**src/common/lcc_pkg.sv**
```systemverilog
// Shared constants, enumerations and carriers of the logic cell cluster.
// Assumes one 100 MHz clock; every file refers to names here by lcc_pkg::.
package lcc_pkg;

  // ----------------------------------------------------------------------
  // Sizes
  // ----------------------------------------------------------------------
  localparam int N_CELLS = 8;            // Cells in one cluster
  localparam int N_CTRL = 4;             // Shared control signals
  localparam int N_DCLK = 2;             // Dedicated clock pins
  localparam int N_GLOBAL = 4;           // Global control signals
  localparam int N_IO = 4;               // I/O pins offered as controls
  localparam int N_ROW = 8;              // Row lines into local interconnect
  localparam int LUT_IN = 4;             // Lookup table inputs
  localparam int LUT_W = 16;             // Lookup table mask bits
  localparam int SEL_W = 4;              // Width of every source index
  localparam int SEL_SPAN = 16;          // Sources one index can reach
  localparam int SYNC_STAGES = 2;        // Flops on each pin input

  // ----------------------------------------------------------------------
  // Field positions
  // ----------------------------------------------------------------------
  localparam int CTRL_CLK0 = 0;          // First cluster clock
  localparam int CTRL_CLK1 = 1;          // Second cluster clock
  localparam int CTRL_CLR = 2;           // Cluster clear, active low
  localparam int CTRL_PRE = 3;           // Cluster preset, active low
  localparam int IN_CARRY = 2;           // Lookup input taken by carry
  localparam int IN_SECOND = 3;          // Data input used as K or R

  // ----------------------------------------------------------------------
  // Reset values
  // ----------------------------------------------------------------------
  localparam logic Q_RESET = 1'h0;       // Cell register after reset
  localparam logic OUT_RESET = 1'h0;     // Output registers after reset
  localparam logic SYNC_RESET = 1'h0;    // Synchroniser flops after reset

  // ----------------------------------------------------------------------
  // Enumerations
  // ----------------------------------------------------------------------
  typedef enum logic [1:0] {
    LCC_FF_D, LCC_FF_T, LCC_FF_JK, LCC_FF_SR
  } lcc_ff_mode_t;

  typedef enum logic {
    LCC_OUT_LUT, LCC_OUT_REG
  } lcc_out_src_t;

  typedef enum logic [1:0] {
    LCC_SRC_DCLK, LCC_SRC_GLOBAL, LCC_SRC_IO, LCC_SRC_LOCAL
  } lcc_src_kind_t;

  // ----------------------------------------------------------------------
  // Carriers
  // ----------------------------------------------------------------------
  typedef struct packed {
    lcc_src_kind_t kind;                 // Source family
    logic [SEL_W-1:0] idx;               // Index within the family
    logic invert;                        // Programmable inversion
  } lcc_ctrl_cfg_t;

  typedef struct packed {
    logic [LUT_W-1:0] lut_mask;          // Truth table, input word indexes
    logic [LUT_IN-1:0][SEL_W-1:0] in_sel; // Local bus index per input
    logic ena_use;                       // Use a clock enable
    logic [SEL_W-1:0] ena_sel;           // Local bus index of the enable
    lcc_ff_mode_t ff_mode;               // Register behaviour
    logic bypass;                        // Pure combinatorial cell
    lcc_out_src_t local_src;             // Local output source
    lcc_out_src_t row_src;               // Row output source
    logic clk_sel;                       // Which cluster clock
    logic use_clr;                       // Follow cluster clear
    logic use_pre;                       // Follow cluster preset
    logic carry_en;                      // Join the carry link
    logic cascade_en;                    // Join the cascade link
  } lcc_cell_cfg_t;

  typedef struct packed {
    logic lut;                           // Lookup result after cascade
    logic q;                             // Register state
    logic local_o;                       // Local output value
    logic row_o;                         // Row output value
  } lcc_cell_out_t;

endpackage : lcc_pkg

```
**src/core/lcc_sync.sv**
```systemverilog
// Two-flop synchroniser for a group of pin levels.
// Assumes levels that change slowly against the 100 MHz clock.
module lcc_sync #(
  parameter int W = 1
) (
  // Clock and reset
  input wire logic clk,
  input wire logic reset_n,
  // Levels
  input wire logic [W-1:0] async_in,
  output logic [W-1:0] sync_out
);

  logic [W-1:0] meta; // First stage, read only by the second

  // Both stages take the reset constant, then shift
  always_ff @(posedge clk or negedge reset_n) begin
    if (!reset_n) begin
      meta <= {W{lcc_pkg::SYNC_RESET}};
      sync_out <= {W{lcc_pkg::SYNC_RESET}};
    end else begin
      meta <= async_in;
      sync_out <= meta;
    end
  end

endmodule // lcc_sync

```
**src/core/lcc_cell.sv**
```systemverilog
// One logic cell: lookup table, configurable register, two outputs.
// Assumes controls on the same clock; clock edges arrive as clk_pulse.
module lcc_cell (
  // Clock and reset
  input wire logic clk,
  input wire logic reset_n,
  // Configuration
  input lcc_pkg::lcc_cell_cfg_t cfg,
  // Local interconnect inputs
  input wire logic [lcc_pkg::LUT_IN-1:0] data,
  input wire logic ena,
  // Chain links
  input wire logic carry_in,
  input wire logic cascade_in,
  // Shared controls
  input wire logic clk_pulse,
  input wire logic clr_n,
  input wire logic pre_n,
  input wire logic chip_clr_n,
  // Results
  output lcc_pkg::lcc_cell_out_t res,
  output logic carry_out,
  output logic cascade_out
);

  logic [lcc_pkg::LUT_IN-1:0] lut_in; // Inputs after carry insertion
  logic lut_res; // Result after cascade
  logic q; // Register state
  logic next_q;
  logic clr_eff_n; // Clear after tie-off
  logic pre_eff_n; // Preset after tie-off
  logic second; // K or R input

  // Lookup table with carry and cascade
  always_comb begin
    lut_in = data;
    if (cfg.carry_en) begin
      lut_in[lcc_pkg::IN_CARRY] = carry_in;
    end
    lut_res = cfg.lut_mask[lut_in];
    if (cfg.cascade_en) begin
      lut_res = lut_res & cascade_in;
    end
    carry_out = cfg.carry_en & ((data[0] & data[1]) |
                (carry_in & (data[0] ^ data[1])));
    cascade_out = lut_res;
  end

  // Register next state, chip clear first
  always_comb begin
    clr_eff_n = cfg.use_clr ? clr_n : 1'h1;
    pre_eff_n = cfg.use_pre ? pre_n : 1'h1;
    second = data[lcc_pkg::IN_SECOND];
    next_q = q;
    if (!chip_clr_n) begin
      next_q = lcc_pkg::Q_RESET;
    end else if (cfg.bypass) begin
      next_q = lcc_pkg::Q_RESET;
    end else if (!clr_eff_n) begin
      next_q = 1'h0;
    end else if (!pre_eff_n) begin
      next_q = 1'h1;
    end else if (clk_pulse && ena) begin
      case (cfg.ff_mode)
        lcc_pkg::LCC_FF_D: next_q = lut_res;
        lcc_pkg::LCC_FF_T: next_q = lut_res ? ~q : q;
        lcc_pkg::LCC_FF_JK: begin
          case ({lut_res, second})
            2'h2: next_q = 1'h1;
            2'h1: next_q = 1'h0;
            2'h3: next_q = ~q;
            default: next_q = q;
          endcase
        end
        default: begin
          // Set wins when set and reset meet
          if (lut_res) begin
            next_q = 1'h1;
          end else if (second) begin
            next_q = 1'h0;
          end
        end
      endcase
    end
  end

  // Register state
  always_ff @(posedge clk or negedge reset_n) begin
    if (!reset_n) begin
      q <= lcc_pkg::Q_RESET;
    end else begin
      q <= next_q;
    end
  end

  // Two outputs, each with its own source
  always_comb begin
    res.lut = lut_res;
    res.q = q;
    res.local_o = (cfg.bypass || cfg.local_src == lcc_pkg::LCC_OUT_LUT) ?
                  lut_res : q;
    res.row_o = (cfg.bypass || cfg.row_src == lcc_pkg::LCC_OUT_LUT) ?
                lut_res : q;
  end

endmodule // lcc_cell

```
**src/core/lcc_cluster.sv**
```systemverilog
// Cluster of eight logic cells around one local interconnect.
// Assumes config ports, global and row lines and chain links on clk;
// dedicated clock pins, I/O pins and the chip clear pin are asynchronous.

module lcc_cluster #(
  parameter int N_ROW_IN = lcc_pkg::N_ROW
) (
  // Clock and reset
  input wire logic clk,
  input wire logic reset_n,
  // Configuration
  input lcc_pkg::lcc_cell_cfg_t [lcc_pkg::N_CELLS-1:0] cell_cfg,
  input lcc_pkg::lcc_ctrl_cfg_t [lcc_pkg::N_CTRL-1:0] ctrl_cfg,
  // Asynchronous pins
  input wire logic [lcc_pkg::N_DCLK-1:0] dclk_pin,
  input wire logic [lcc_pkg::N_IO-1:0] io_pin,
  input wire logic chip_clr_n_pin,
  // Internal lines on clk
  input wire logic [lcc_pkg::N_GLOBAL-1:0] global_sig,
  input wire logic [N_ROW_IN-1:0] row_in,
  // Links from and to the neighbouring cluster
  input wire logic carry_in,
  input wire logic cascade_in,
  output logic carry_out,
  output logic cascade_out,
  // Cell outputs
  output logic [lcc_pkg::N_CELLS-1:0] local_out,
  output logic [lcc_pkg::N_CELLS-1:0] row_out,
  // Status
  output logic [lcc_pkg::N_CELLS-1:0] cell_q,
  output logic [lcc_pkg::N_CTRL-1:0] ctrl_level
);

  // ----------------------------------------------------------------------
  // Sizes
  // ----------------------------------------------------------------------
  localparam int NC = lcc_pkg::N_CELLS; // Cells here
  localparam int NL = N_ROW_IN + NC; // Local interconnect width
  localparam int SP = lcc_pkg::SEL_SPAN; // Reach of one index

  // Refuse sizes that an index cannot reach
  if (N_ROW_IN < 1 || NL > SP) begin : g_bad_row
    $error("lcc_cluster: row input count out of range");
  end
  if (lcc_pkg::N_DCLK > SP || lcc_pkg::N_IO > SP ||
      lcc_pkg::N_GLOBAL > SP) begin : g_bad_src
    $error("lcc_cluster: control source count out of range");
  end

  // ----------------------------------------------------------------------
  // Pin synchronisers
  // ----------------------------------------------------------------------
  logic [lcc_pkg::N_DCLK-1:0] dclk_s; // Dedicated clocks, synced
  logic [lcc_pkg::N_IO-1:0] io_s; // I/O pins, synced
  logic chip_clr_n_s; // Chip clear, synced

  // Dedicated clock pins
  lcc_sync #(.W(lcc_pkg::N_DCLK)) u_sync_dclk (
    .clk(clk),
    .reset_n(reset_n),
    .async_in(dclk_pin),
    .sync_out(dclk_s)
  );

  // I/O pins
  lcc_sync #(.W(lcc_pkg::N_IO)) u_sync_io (
    .clk(clk),
    .reset_n(reset_n),
    .async_in(io_pin),
    .sync_out(io_s)
  );

  // Chip clear pin; reads as asserted until two edges pass
  lcc_sync #(.W(1)) u_sync_chip (
    .clk(clk),
    .reset_n(reset_n),
    .async_in(chip_clr_n_pin),
    .sync_out(chip_clr_n_s)
  );

  // ----------------------------------------------------------------------
  // Local interconnect
  // ----------------------------------------------------------------------
  // Feedback uses the registered local outputs, so no setting of the
  // selects can close a combinational loop through the cells.
  logic [NL-1:0] local_bus; // Row lines low, cell feedback high
  logic [SP-1:0] local_wide; // Padded for any index
  logic [SP-1:0] dclk_wide; // Padded dedicated clocks
  logic [SP-1:0] glob_wide; // Padded globals
  logic [SP-1:0] io_wide; // Padded I/O

  // Assemble and pad every source family
  always_comb begin
    local_bus = {local_out, row_in};
    local_wide = SP'(local_bus);
    dclk_wide = SP'(dclk_s);
    glob_wide = SP'(global_sig);
    io_wide = SP'(io_s);
  end

  // ----------------------------------------------------------------------
  // Shared controls
  // ----------------------------------------------------------------------
  // Raw level of one control source before inversion
  function automatic logic ctrl_pick(
    input lcc_pkg::lcc_ctrl_cfg_t c,
    input logic [SP-1:0] dk,
    input logic [SP-1:0] gl,
    input logic [SP-1:0] io,
    input logic [SP-1:0] lc
  );
    logic v;
    v = 1'h0;
    case (c.kind)
      lcc_pkg::LCC_SRC_DCLK: v = dk[c.idx];
      lcc_pkg::LCC_SRC_GLOBAL: v = gl[c.idx];
      lcc_pkg::LCC_SRC_IO: v = io[c.idx];
      default: v = lc[c.idx];
    endcase
    return v;
  endfunction

  logic [lcc_pkg::N_CTRL-1:0] level; // Control levels after inversion
  logic [1:0] clk_prev; // Cluster clock levels last cycle
  logic [1:0] next_clk_prev;
  logic [1:0] clk_pulse; // Rising edge of each cluster clock
  logic clr_n; // Cluster clear, active low
  logic pre_n; // Cluster preset, active low

  // Select and invert the four controls
  always_comb begin
    for (int k = 0; k < lcc_pkg::N_CTRL; k++) begin
      level[k] = ctrl_pick(ctrl_cfg[k], dclk_wide, glob_wide, io_wide,
                           local_wide) ^ ctrl_cfg[k].invert;
    end
    // Clear and preset refuse the dedicated clocks and stay idle
    if (ctrl_cfg[lcc_pkg::CTRL_CLR].kind == lcc_pkg::LCC_SRC_DCLK) begin
      level[lcc_pkg::CTRL_CLR] = 1'h1;
    end
    if (ctrl_cfg[lcc_pkg::CTRL_PRE].kind == lcc_pkg::LCC_SRC_DCLK) begin
      level[lcc_pkg::CTRL_PRE] = 1'h1;
    end
    clr_n = level[lcc_pkg::CTRL_CLR];
    pre_n = level[lcc_pkg::CTRL_PRE];
  end

  // Cluster clocks become one-cycle edge pulses on clk
  always_comb begin
    next_clk_prev = {level[lcc_pkg::CTRL_CLK1], level[lcc_pkg::CTRL_CLK0]};
    clk_pulse = next_clk_prev & ~clk_prev;
  end

  // Previous clock levels
  always_ff @(posedge clk or negedge reset_n) begin
    if (!reset_n) begin
      clk_prev <= 2'h0;
    end else begin
      clk_prev <= next_clk_prev;
    end
  end

  // ----------------------------------------------------------------------
  // Cells and chains
  // ----------------------------------------------------------------------
  lcc_pkg::lcc_cell_out_t [NC-1:0] cres; // Per-cell results
  logic [NC:0] carry; // Carry link, cell 0 at bit 0
  logic [NC:0] cascade; // Cascade link, cell 0 at bit 0
  logic [NC-1:0][lcc_pkg::LUT_IN-1:0] cdata; // Selected data inputs
  logic [NC-1:0] cena; // Selected enables
  logic [NC-1:0] cpulse; // Chosen clock pulse per cell

  // Chain ends meet the neighbouring clusters
  always_comb begin
    carry[0] = carry_in;
    cascade[0] = cascade_in;
    carry_out = carry[NC];
    cascade_out = cascade[NC];
  end

  // Each cell picks inputs, enable and clock from shared lines
  always_comb begin
    for (int i = 0; i < NC; i++) begin
      for (int j = 0; j < lcc_pkg::LUT_IN; j++) begin
        cdata[i][j] = local_wide[cell_cfg[i].in_sel[j]];
      end
      cena[i] = cell_cfg[i].ena_use ?
                local_wide[cell_cfg[i].ena_sel] : 1'h1;
      cpulse[i] = clk_pulse[cell_cfg[i].clk_sel];
    end
  end

  // Eight cells
  for (genvar i = 0; i < NC; i++) begin : g_cell
    lcc_cell u_cell (
      .clk(clk),
      .reset_n(reset_n),
      .cfg(cell_cfg[i]),
      .data(cdata[i]),
      .ena(cena[i]),
      .carry_in(carry[i]),
      .cascade_in(cascade[i]),
      .clk_pulse(cpulse[i]),
      .clr_n(clr_n),
      .pre_n(pre_n),
      .chip_clr_n(chip_clr_n_s),
      .res(cres[i]),
      .carry_out(carry[i+1]),
      .cascade_out(cascade[i+1])
    );
  end

  // ----------------------------------------------------------------------
  // Output registers
  // ----------------------------------------------------------------------
  logic [NC-1:0] next_local_out;
  logic [NC-1:0] next_row_out;
  logic [NC-1:0] next_cell_q;
  logic [lcc_pkg::N_CTRL-1:0] next_ctrl_level;

  // Gather cell outputs; chip clear drops cell_q at once
  always_comb begin
    for (int i = 0; i < NC; i++) begin
      next_local_out[i] = cres[i].local_o;
      next_row_out[i] = cres[i].row_o;
      next_cell_q[i] = cres[i].q;
    end
    next_ctrl_level = level;
    if (!chip_clr_n_s) begin
      next_cell_q = {NC{lcc_pkg::Q_RESET}};
    end
  end

  // Register every output port but carry_out and cascade_out
  always_ff @(posedge clk or negedge reset_n) begin
    if (!reset_n) begin
      local_out <= {NC{lcc_pkg::OUT_RESET}};
      row_out <= {NC{lcc_pkg::OUT_RESET}};
      cell_q <= {NC{lcc_pkg::OUT_RESET}};
      ctrl_level <= {lcc_pkg::N_CTRL{lcc_pkg::OUT_RESET}};
    end else begin
      local_out <= next_local_out;
      row_out <= next_row_out;
      cell_q <= next_cell_q;
      ctrl_level <= next_ctrl_level;
    end
  end

endmodule // lcc_cluster

```
**config.mk**
```make
export PLATFORM = sky130hd
export DESIGN_NAME = lcc_cluster
export DESIGN_NICKNAME = d
export VERILOG_FILES = /design/src/common/lcc_pkg.sv /design/src/core/lcc_sync.sv /design/src/core/lcc_cell.sv /design/src/core/lcc_cluster.sv
export SDC_FILE = /design/constraint.sdc
export NUM_CORES = 1
export LEC_CHECK = 0
export BUFFER_PORTS_ARGS = -buffer_cell sky130_fd_sc_hd__buf_2
export CAP_MARGIN = 20
export CORE_AREA = 8 8 173 175
export CTS_BUF_LIST = sky130_fd_sc_hd__clkbuf_2 sky130_fd_sc_hd__clkbuf_4 sky130_fd_sc_hd__clkbuf_8
export DETAILED_ROUTE_END_ITERATION = 10
export DIE_AREA = 0 0 181 183
export PLACE_DENSITY = 0.72
export SYNTH_ARGS = -nofsm -noshare
export SYNTH_HDL_FRONTEND = slang
export SYNTH_SLANG_ARGS = --single-unit
```
**constraint.sdc**
```tcl
create_clock -name clk -period 9.4 [get_ports clk]
set_input_delay 1.88 -clock clk [delete_from_list [all_inputs] [get_ports clk]]
set_output_delay 1.88 -clock clk [all_outputs]
set_load 0.1 [all_outputs]
```
==> results.md, run 1 <==
* Worst-case register-to-register setup slack at 3990 ps
* Cell count after synthesis at 987
* Worst supply voltage drop on vdd at 0.0738 mV
* Post-layout net count at 1845
* Share of synthesized registers carrying an async set or reset at 100%
* Num ports at 457
* Min-delay worst type: flop to flop
* Post-route clock skew at 20.7 ps
* Destination of the worst register-to-register timing path: g_cell[5].u_cell.q
* Number of warnings printed during yosys synthesis at 0
* Fmax achieved at 115 MHz
* Vias/cell at ~6.7
* Clock Tree Buf Depth at 2
* Die area at roughly 0.033 mm²
* Count of unique library cells instantiated by Yosys at 94
* Sinks on the clock net at 50
* Share of the yosys chip area belonging to registers at 11.4%
* Largest fanout on the critical path at 24
* Commonest cells in the netlist: mux4_2, mux2i_1, inv_1
* Clock root buffer: clkbuf_8
* Die outline width at 181 µm
* Total via count in the routed design at ~12000
* Setup violators final at 0
* Initial antenna violation count at 17
* Min setup slack post-route at slightly above 700 ps
* Most numerous cell in the Yosys netlist: mux4_2
* Critical path capture point type: output pin
* Hold bufs inserted after CTS at 0
* Worst hold slack across all endpoints at 358 ps
* Global-route wire length before repair at around 76000 µm
* Synth-to-Final Area Change at 24.4%
* Number of cells in the finished layout apart from fillers at 1747
* Worst hold stages at 0
* Worst Hold Endpoint: u_sync_chip.sync_out
* Minimum period implied by the final worst setup slack at 8670 ps
* Pins over their slew limit at 0
* Worst Path Required at 7520 ps
* Largest net degree at the start of global routing at a little over 50
* Total standard cell area after synthesis at 0.0109 mm²
* Initial standard-cell utilization of the core at around two fifths
* Min-Delay Startpoint: u_sync_chip.meta
* Dominant synthesized flop cell: dfrtp_1
* Leakage dissipation at 6.09 nW
* Post-detail-place hpwl at 41700 µm
* CTS tree: built
* Ratio of cells with drive above 1 in the final layout at 54.0%
* Worst reg2reg path depth at 16
* Cell taking the most area after synthesis: mux4_2
* Clock-pin slew on the worst setup and hold paths at 100 ps
* Worst rel slew slack at 34.1%
* Proportion of netlist area held by the largest area contributor at 39.9%
* Post-Syn Nets at 1446
* Number of storage elements in the synthesis netlist at 50
* Total Wirelength at 52100 µm
* DP Cell Count at roughly 1700
* Worst reg2reg startpoint: local_out[2]
* Startpoint class of the critical path: input port
* Avg Cell Area, Syn at 11.1 µm²
* Critical path data arrival time at between 6000 and 7000 ps
* Post-CTS sizing at 0
* Number of flops mapped to enable cells by yosys at 0
* Number of DRC violations after detailed routing at 0
* First-pass detailed-route iteration total at 5
* Gr usage total at 30.1%
* Count of antenna-violating nets left after detailed routing at 0
* Clock buffers created by TritonCTS at 5
* Share of the cycle needed by the critical path after routing at 92.3%
* Max cap viols at 0
* Largest cells by area after synthesis: mux4_2, dfrtp_1, mux2i_1
* Post-Place Worst Slack at 819 ps
* H-Tree Level Count at 2
* Buffers added on ports at ~460
* Unrepaired setup endpoints after global routing: false
* Classification of the worst setup path: input port to output pin
* Overall die height at approximately 180 µm
* Setup bufs post-CTS at 0
* Congestion Overflow GR at 0
* Clock latency reported for the late side of the worst-skew pair at 320 ps
* Startpoint of the most critical setup path: row_in[1]
* Transition at the pin with the smallest max-transition slack at 989 ps
* Core outline area at roughly 0.027 mm²
* Hold Vio Cnt, Final at 0
* Final TNS setup at 0 ps
* Final RePlAce weighted congestion at 0.942
* Detail-routed net length per standard cell at between 20 and 30 µm
* Violation count after the first detailed-route iteration at approximately 1300
* Number of global-route vias before repair at 11700
* Status: finished, final reports clean
* Power density relative to cell area at 175 mW/mm²
* Standard-cell row count at 61
==> state kept, by name, indices dropped and copies added, names as in the netlist <==
register              count
cell_q                    8
g_cell.u_cell.q           8
local_out                 8
row_out                   8
ctrl_level                4
u_sync_io.meta            4
u_sync_io.sync_out        4
u_sync_dclk.meta          2
u_sync_dclk.sync_out      2
u_sync_chip.meta          1
u_sync_chip.sync_out      1
==> worst max-delay path: stages <==
cell	delay, ps
buf_2	270
mux4_2	510
mux2_2	280
o21ai_1	260
inv_1	150
ha_1	350
nand2_1	60
o31a_1	310
or4_1	740
a22o_1	290
a31oi_1	140
a21o_1	100
mux2i_1	120
nor3b_1	380
a21oi_2	170
a21boi_2	280
buf_2	480
==> layout make-up <==
| class | instances | area, µm² |
|---|---|---|
| diodes | 14 | 35.0 |
| well taps | 346 | 433 |
| inverters | 67 | 253 |
| flip-flops and latches | 50 | 1260 |
| multi-input cells | 786 | 9100 |
| clock buffers | 5 | 68.8 |
| clock inverters | 3 | 43.8 |
| fillers | 2515 | 13700 |
| repair buffers | 476 | 2430 |
==> power breakdown <==
part           total [mW]  internal, mW  switching, mW
Clock               0.168        0.0801         0.0875
Sequential          0.401         0.256          0.146
Combinational        1.82         0.765           1.05
==> cell families after synthesis <==
| kind of cell | share of synthesized area, % |
|---|---|
| mux | 53.3 |
| xor+xnor | 0.320 |
| compound gates | 15.1 |
| simple gates | 10.7 |
| buf+inv | 5.58 |
| flops | 11.4 |
| fa+ha+maj | 3.66 |
==> worst max-delay path by stage <==
stage / to / slack, ps / cells past startpoint
floorplan: cascade_out / 1260 / 17
global placement: cascade_out / 880 / 17
detailed placement: cascade_out / 820 / 17
CTS: cascade_out / 800 / 17
global route: cascade_out / 390 / 17
finish: cascade_out / 730 / 17
==> per-layer routing <==
metal  routed length, µm  global-route usage, %  vias up  share of wire [%]
li1                    -                      -     4868                  -
met3                5810                   7.76      123                 11
met4                1660                   9.77       16                3.2
met5                  97                      0        -               0.19
met1               18600                   36.6     5709                 36
met2               25900                   52.0      941                 50
==> stage by stage <==
stage	total power, mW	area [µm²]	utilization [%]
6_report	2.39	13600	49.9
5_1_grt	2.50	13600	49.8
4_1_cts	2.37	13600	49.7
3_5_place_dp	2.20	13500	49.3
3_3_place_gp	2.17	13500	49.3
2_1_floorplan	1.63	10900	-
==> cell usage in the layout, fill, tap and decap left out, types with 7 or more instances in the layout <==
master | netlist | final
o22ai_1 | 8 | 8
ha_1 | 32 | 32
mux2_2 | 36 | 36
a211oi_1 | 15 | 13
mux2i_1 | 69 | 69
buf_2 | 12 | 456
nor2_1 | 32 | 32
diode_2 | 0 | 14
nand4b_1 | 9 | 9
and2_1 | 16 | 16
a22o_1 | 10 | 10
mux4_1 | 11 | 11
a221oi_1 | 12 | 12
dfrtp_1 | 50 | 43
nand2b_1 | 29 | 29
a21oi_1 | 35 | 35
o21ai_0 | 35 | 35
mux4_2 | 194 | 194
dfrtp_2 | 0 | 7
nor2b_1 | 21 | 21
buf_4 | 3 | 20
inv_1 | 64 | 64
nand2_1 | 56 | 56
a21o_1 | 9 | 9
nand3_1 | 14 | 14
a31oi_1 | 14 | 14
(Power assumes the default switching activity.)
==> run 2: changes to the inputs <==
==> constraint.sdc (replaced) <==
create_clock -name clk -period 9.4 [get_ports clk]
set_input_delay 0.47 -clock clk [delete_from_list [all_inputs] [get_ports clk]]
set_output_delay 0.47 -clock clk [all_outputs]
set_load 0.1 [all_outputs]
==> run 2 against run 1 <==
Sequential share of layout area is essentially flat. Sequential power shrank 24%. Wire length shrank 2.1%. Critical endpoint unchanged. Clock power is essentially flat. Clock-buffer cell count grew 1. Core utilization shrank 0.069 points. Final area shrank 0.14%. Largest power group unchanged. Non-clock buffer count shrank 2. Power shrank 1.9%.
==> results.md, run 2 (synthesis gave the netlist of run 1 again) <==
* Crit-path slowest cell: or4_1
* Global-route wire length before repair at 73900 µm
* Unrepaired setup endpoints after global routing: false
* Multi-input gate area at 0.00910 mm²
* Post-detail-place hpwl at 41100 µm
* First-pass detailed-route iteration total at 5
* Fmax achieved at about 160 MHz
* Final instance area at around 0.014 mm²
* Number of gates on the worst path with buffers counted at 17
* Highest-count cells in the layout ignoring fill and taps: buf_2, mux4_2, mux2i_1
* Buffers added on ports at 456
* Synth-to-Final Area Change at 24.2%
* Largest net degree at the start of global routing at 51
* Hold bufs inserted after CTS at 0
* Total Wirelength at just over 50000 µm
* Power density relative to cell area at 172 mW/mm²
* Startpoint class of the critical path: flop
* Gr usage total at 29.1%
* Cell Area, Placed at 0.0135 mm²
* H-Tree Level Count at 2
* Clock latency reported for the late side of the worst-skew pair at about 320 ps
* Leakage dissipation at approximately 6 nW
* Count of antenna-violating nets left after detailed routing at 0
* Die area at 0.0331 mm²
* Critical path data arrival time at slightly below 6000 ps
* Max cap viols at 0
* Area of all sequential standard cells at 0.00126 mm²
* Family with the most delay on the worst path: compound AO/OA/AOI/OAI gates
* Largest stage delay on the critical path at between 700 and 800 ps
* Post-route clock skew at about 24 ps
* Transition at the pin with the smallest max-transition slack at 906 ps
* Number of global-route vias before repair at around 11000
* Classification of the worst setup path: flop to output pin
* Vias/cell at about 6.6
* Detail-routed net length per standard cell at between 20 and 30 µm
* Final RePlAce weighted congestion at 0.963
* Clock Tree Buf Depth at 2
* Critical path buffers and inverters at 3
* Ratio of cells with drive above 1 in the final layout at 53.9%
* Violation count after the first detailed-route iteration at 1289
* Status: finished, final reports clean
* Die outline width at 181 µm
* Worst supply voltage drop on vdd at 0.0807 mV
* Min-delay worst type: input port to async pin
* Clock buffers created by TritonCTS at 5
* Critical path capture point type: output pin
* Commonest non-fill, non-tap cell in the layout: buf_2
* Total via count in the routed design at 11400
* Congestion Overflow GR at 0
* Initial standard-cell utilization of the core at about 40%
* Hold Vio Cnt, Final at 0
* Setup violators final at 0
* Fill count at ~2600
* Clock-pin slew on the worst setup and hold paths at 120 ps
* Core outline area at 0.0273 mm²
* Overall die height at 183 µm
* Final TNS setup at 0 ps
* Sinks on the clock net at 50
* Worst Path Required at 8930 ps
* Setup bufs post-CTS at 0
* Post-CTS sizing at 0
* Minimum period implied by the final worst setup slack at 6290 ps
* Largest fanout on the critical path at 27
* Most used cell, CP: mux2i_1
* Standard-cell row count at 61
* Pins over their slew limit at 0
* Worst rel slew slack at 39.5%
* Post-layout net count at 1843
* Initial antenna violation count at 17
* Worst hold slack across all endpoints at 257 ps
* CTS tree: built
* Chain of cells forming the critical path: buf_4 > mux4_2 > mux2i_1 > o32a_1 > inv_2 > ha_1 > nand2_1 > o31a_1 > or4_1 > a22o_1 > a31oi_1 > a21o_1 > mux2i_1 > nor3b_1 > a21oi_2 > a21boi_2 > buf_2
* Worst reg2reg path depth at 17
* Num ports at 457
* Clock root buffer: clkbuf_8
* Share of the cycle needed by the critical path after routing at 67.0%
* Number of DRC violations after detailed routing at 0
-- run 2: final cells by class --
cell class / count / area share (%)
well taps: 346 / 3.18
repair buffers: 474 / 17.8
inverters: 67 / 1.86
flip-flops and latches: 50 / 9.26
diodes: 12 / 0.221
clock inverters: 2 / 0.276
clock buffers: 6 / 0.561
multi-input cells: 786 / 66.9
-- run 2: through the flow --
step                setup slack [ps]  instances  utilization, %  power [mW]
floorplan                       3620        987               -        1.63
global placement                3620       1723            49.3        2.12
detailed placement              3470       1723            49.3        2.16
CTS                             3140       1731            49.7        2.34
global route                    2740       1739            49.8        2.45
finish                          3110       1743            49.8        2.34
-- run 2: path summary, 6_finish.rpt --
kind / startpoint / to / slack, ps
min in group clk: io_pin[1] / u_sync_io.meta[1] / 260
worst max-delay path: local_out[2] / cascade_out / 3110
worst max register to register: local_out[2] / g_cell[5].u_cell.q / 3790
worst min register to register: u_sync_dclk.meta[1] / u_sync_dclk.sync_out[1] / 360
max in group asynchronous: reset_n / local_out[7] / 8590
worst min-delay path: reset_n / row_out[2] / 260
-- run 2: layer usage --
layer	wire, µm	GRT usage [%]	vias to the layer above
met5	92	0	-
met4	1920	9.58	16
met3	5380	7.95	112
met2	24900	49.6	808
met1	18800	35.5	5641
li1	-	-	4869
-- run 2: power by group --
part | leakage, nW | switching [mW] | internal (mW)
registers | 0.626 | 0.0475 | 0.257
logic | 5.39 | 1.10 | 0.762
clock network | 0.0549 | 0.0853 | 0.0826
total | 6.07 | 1.24 | 1.10
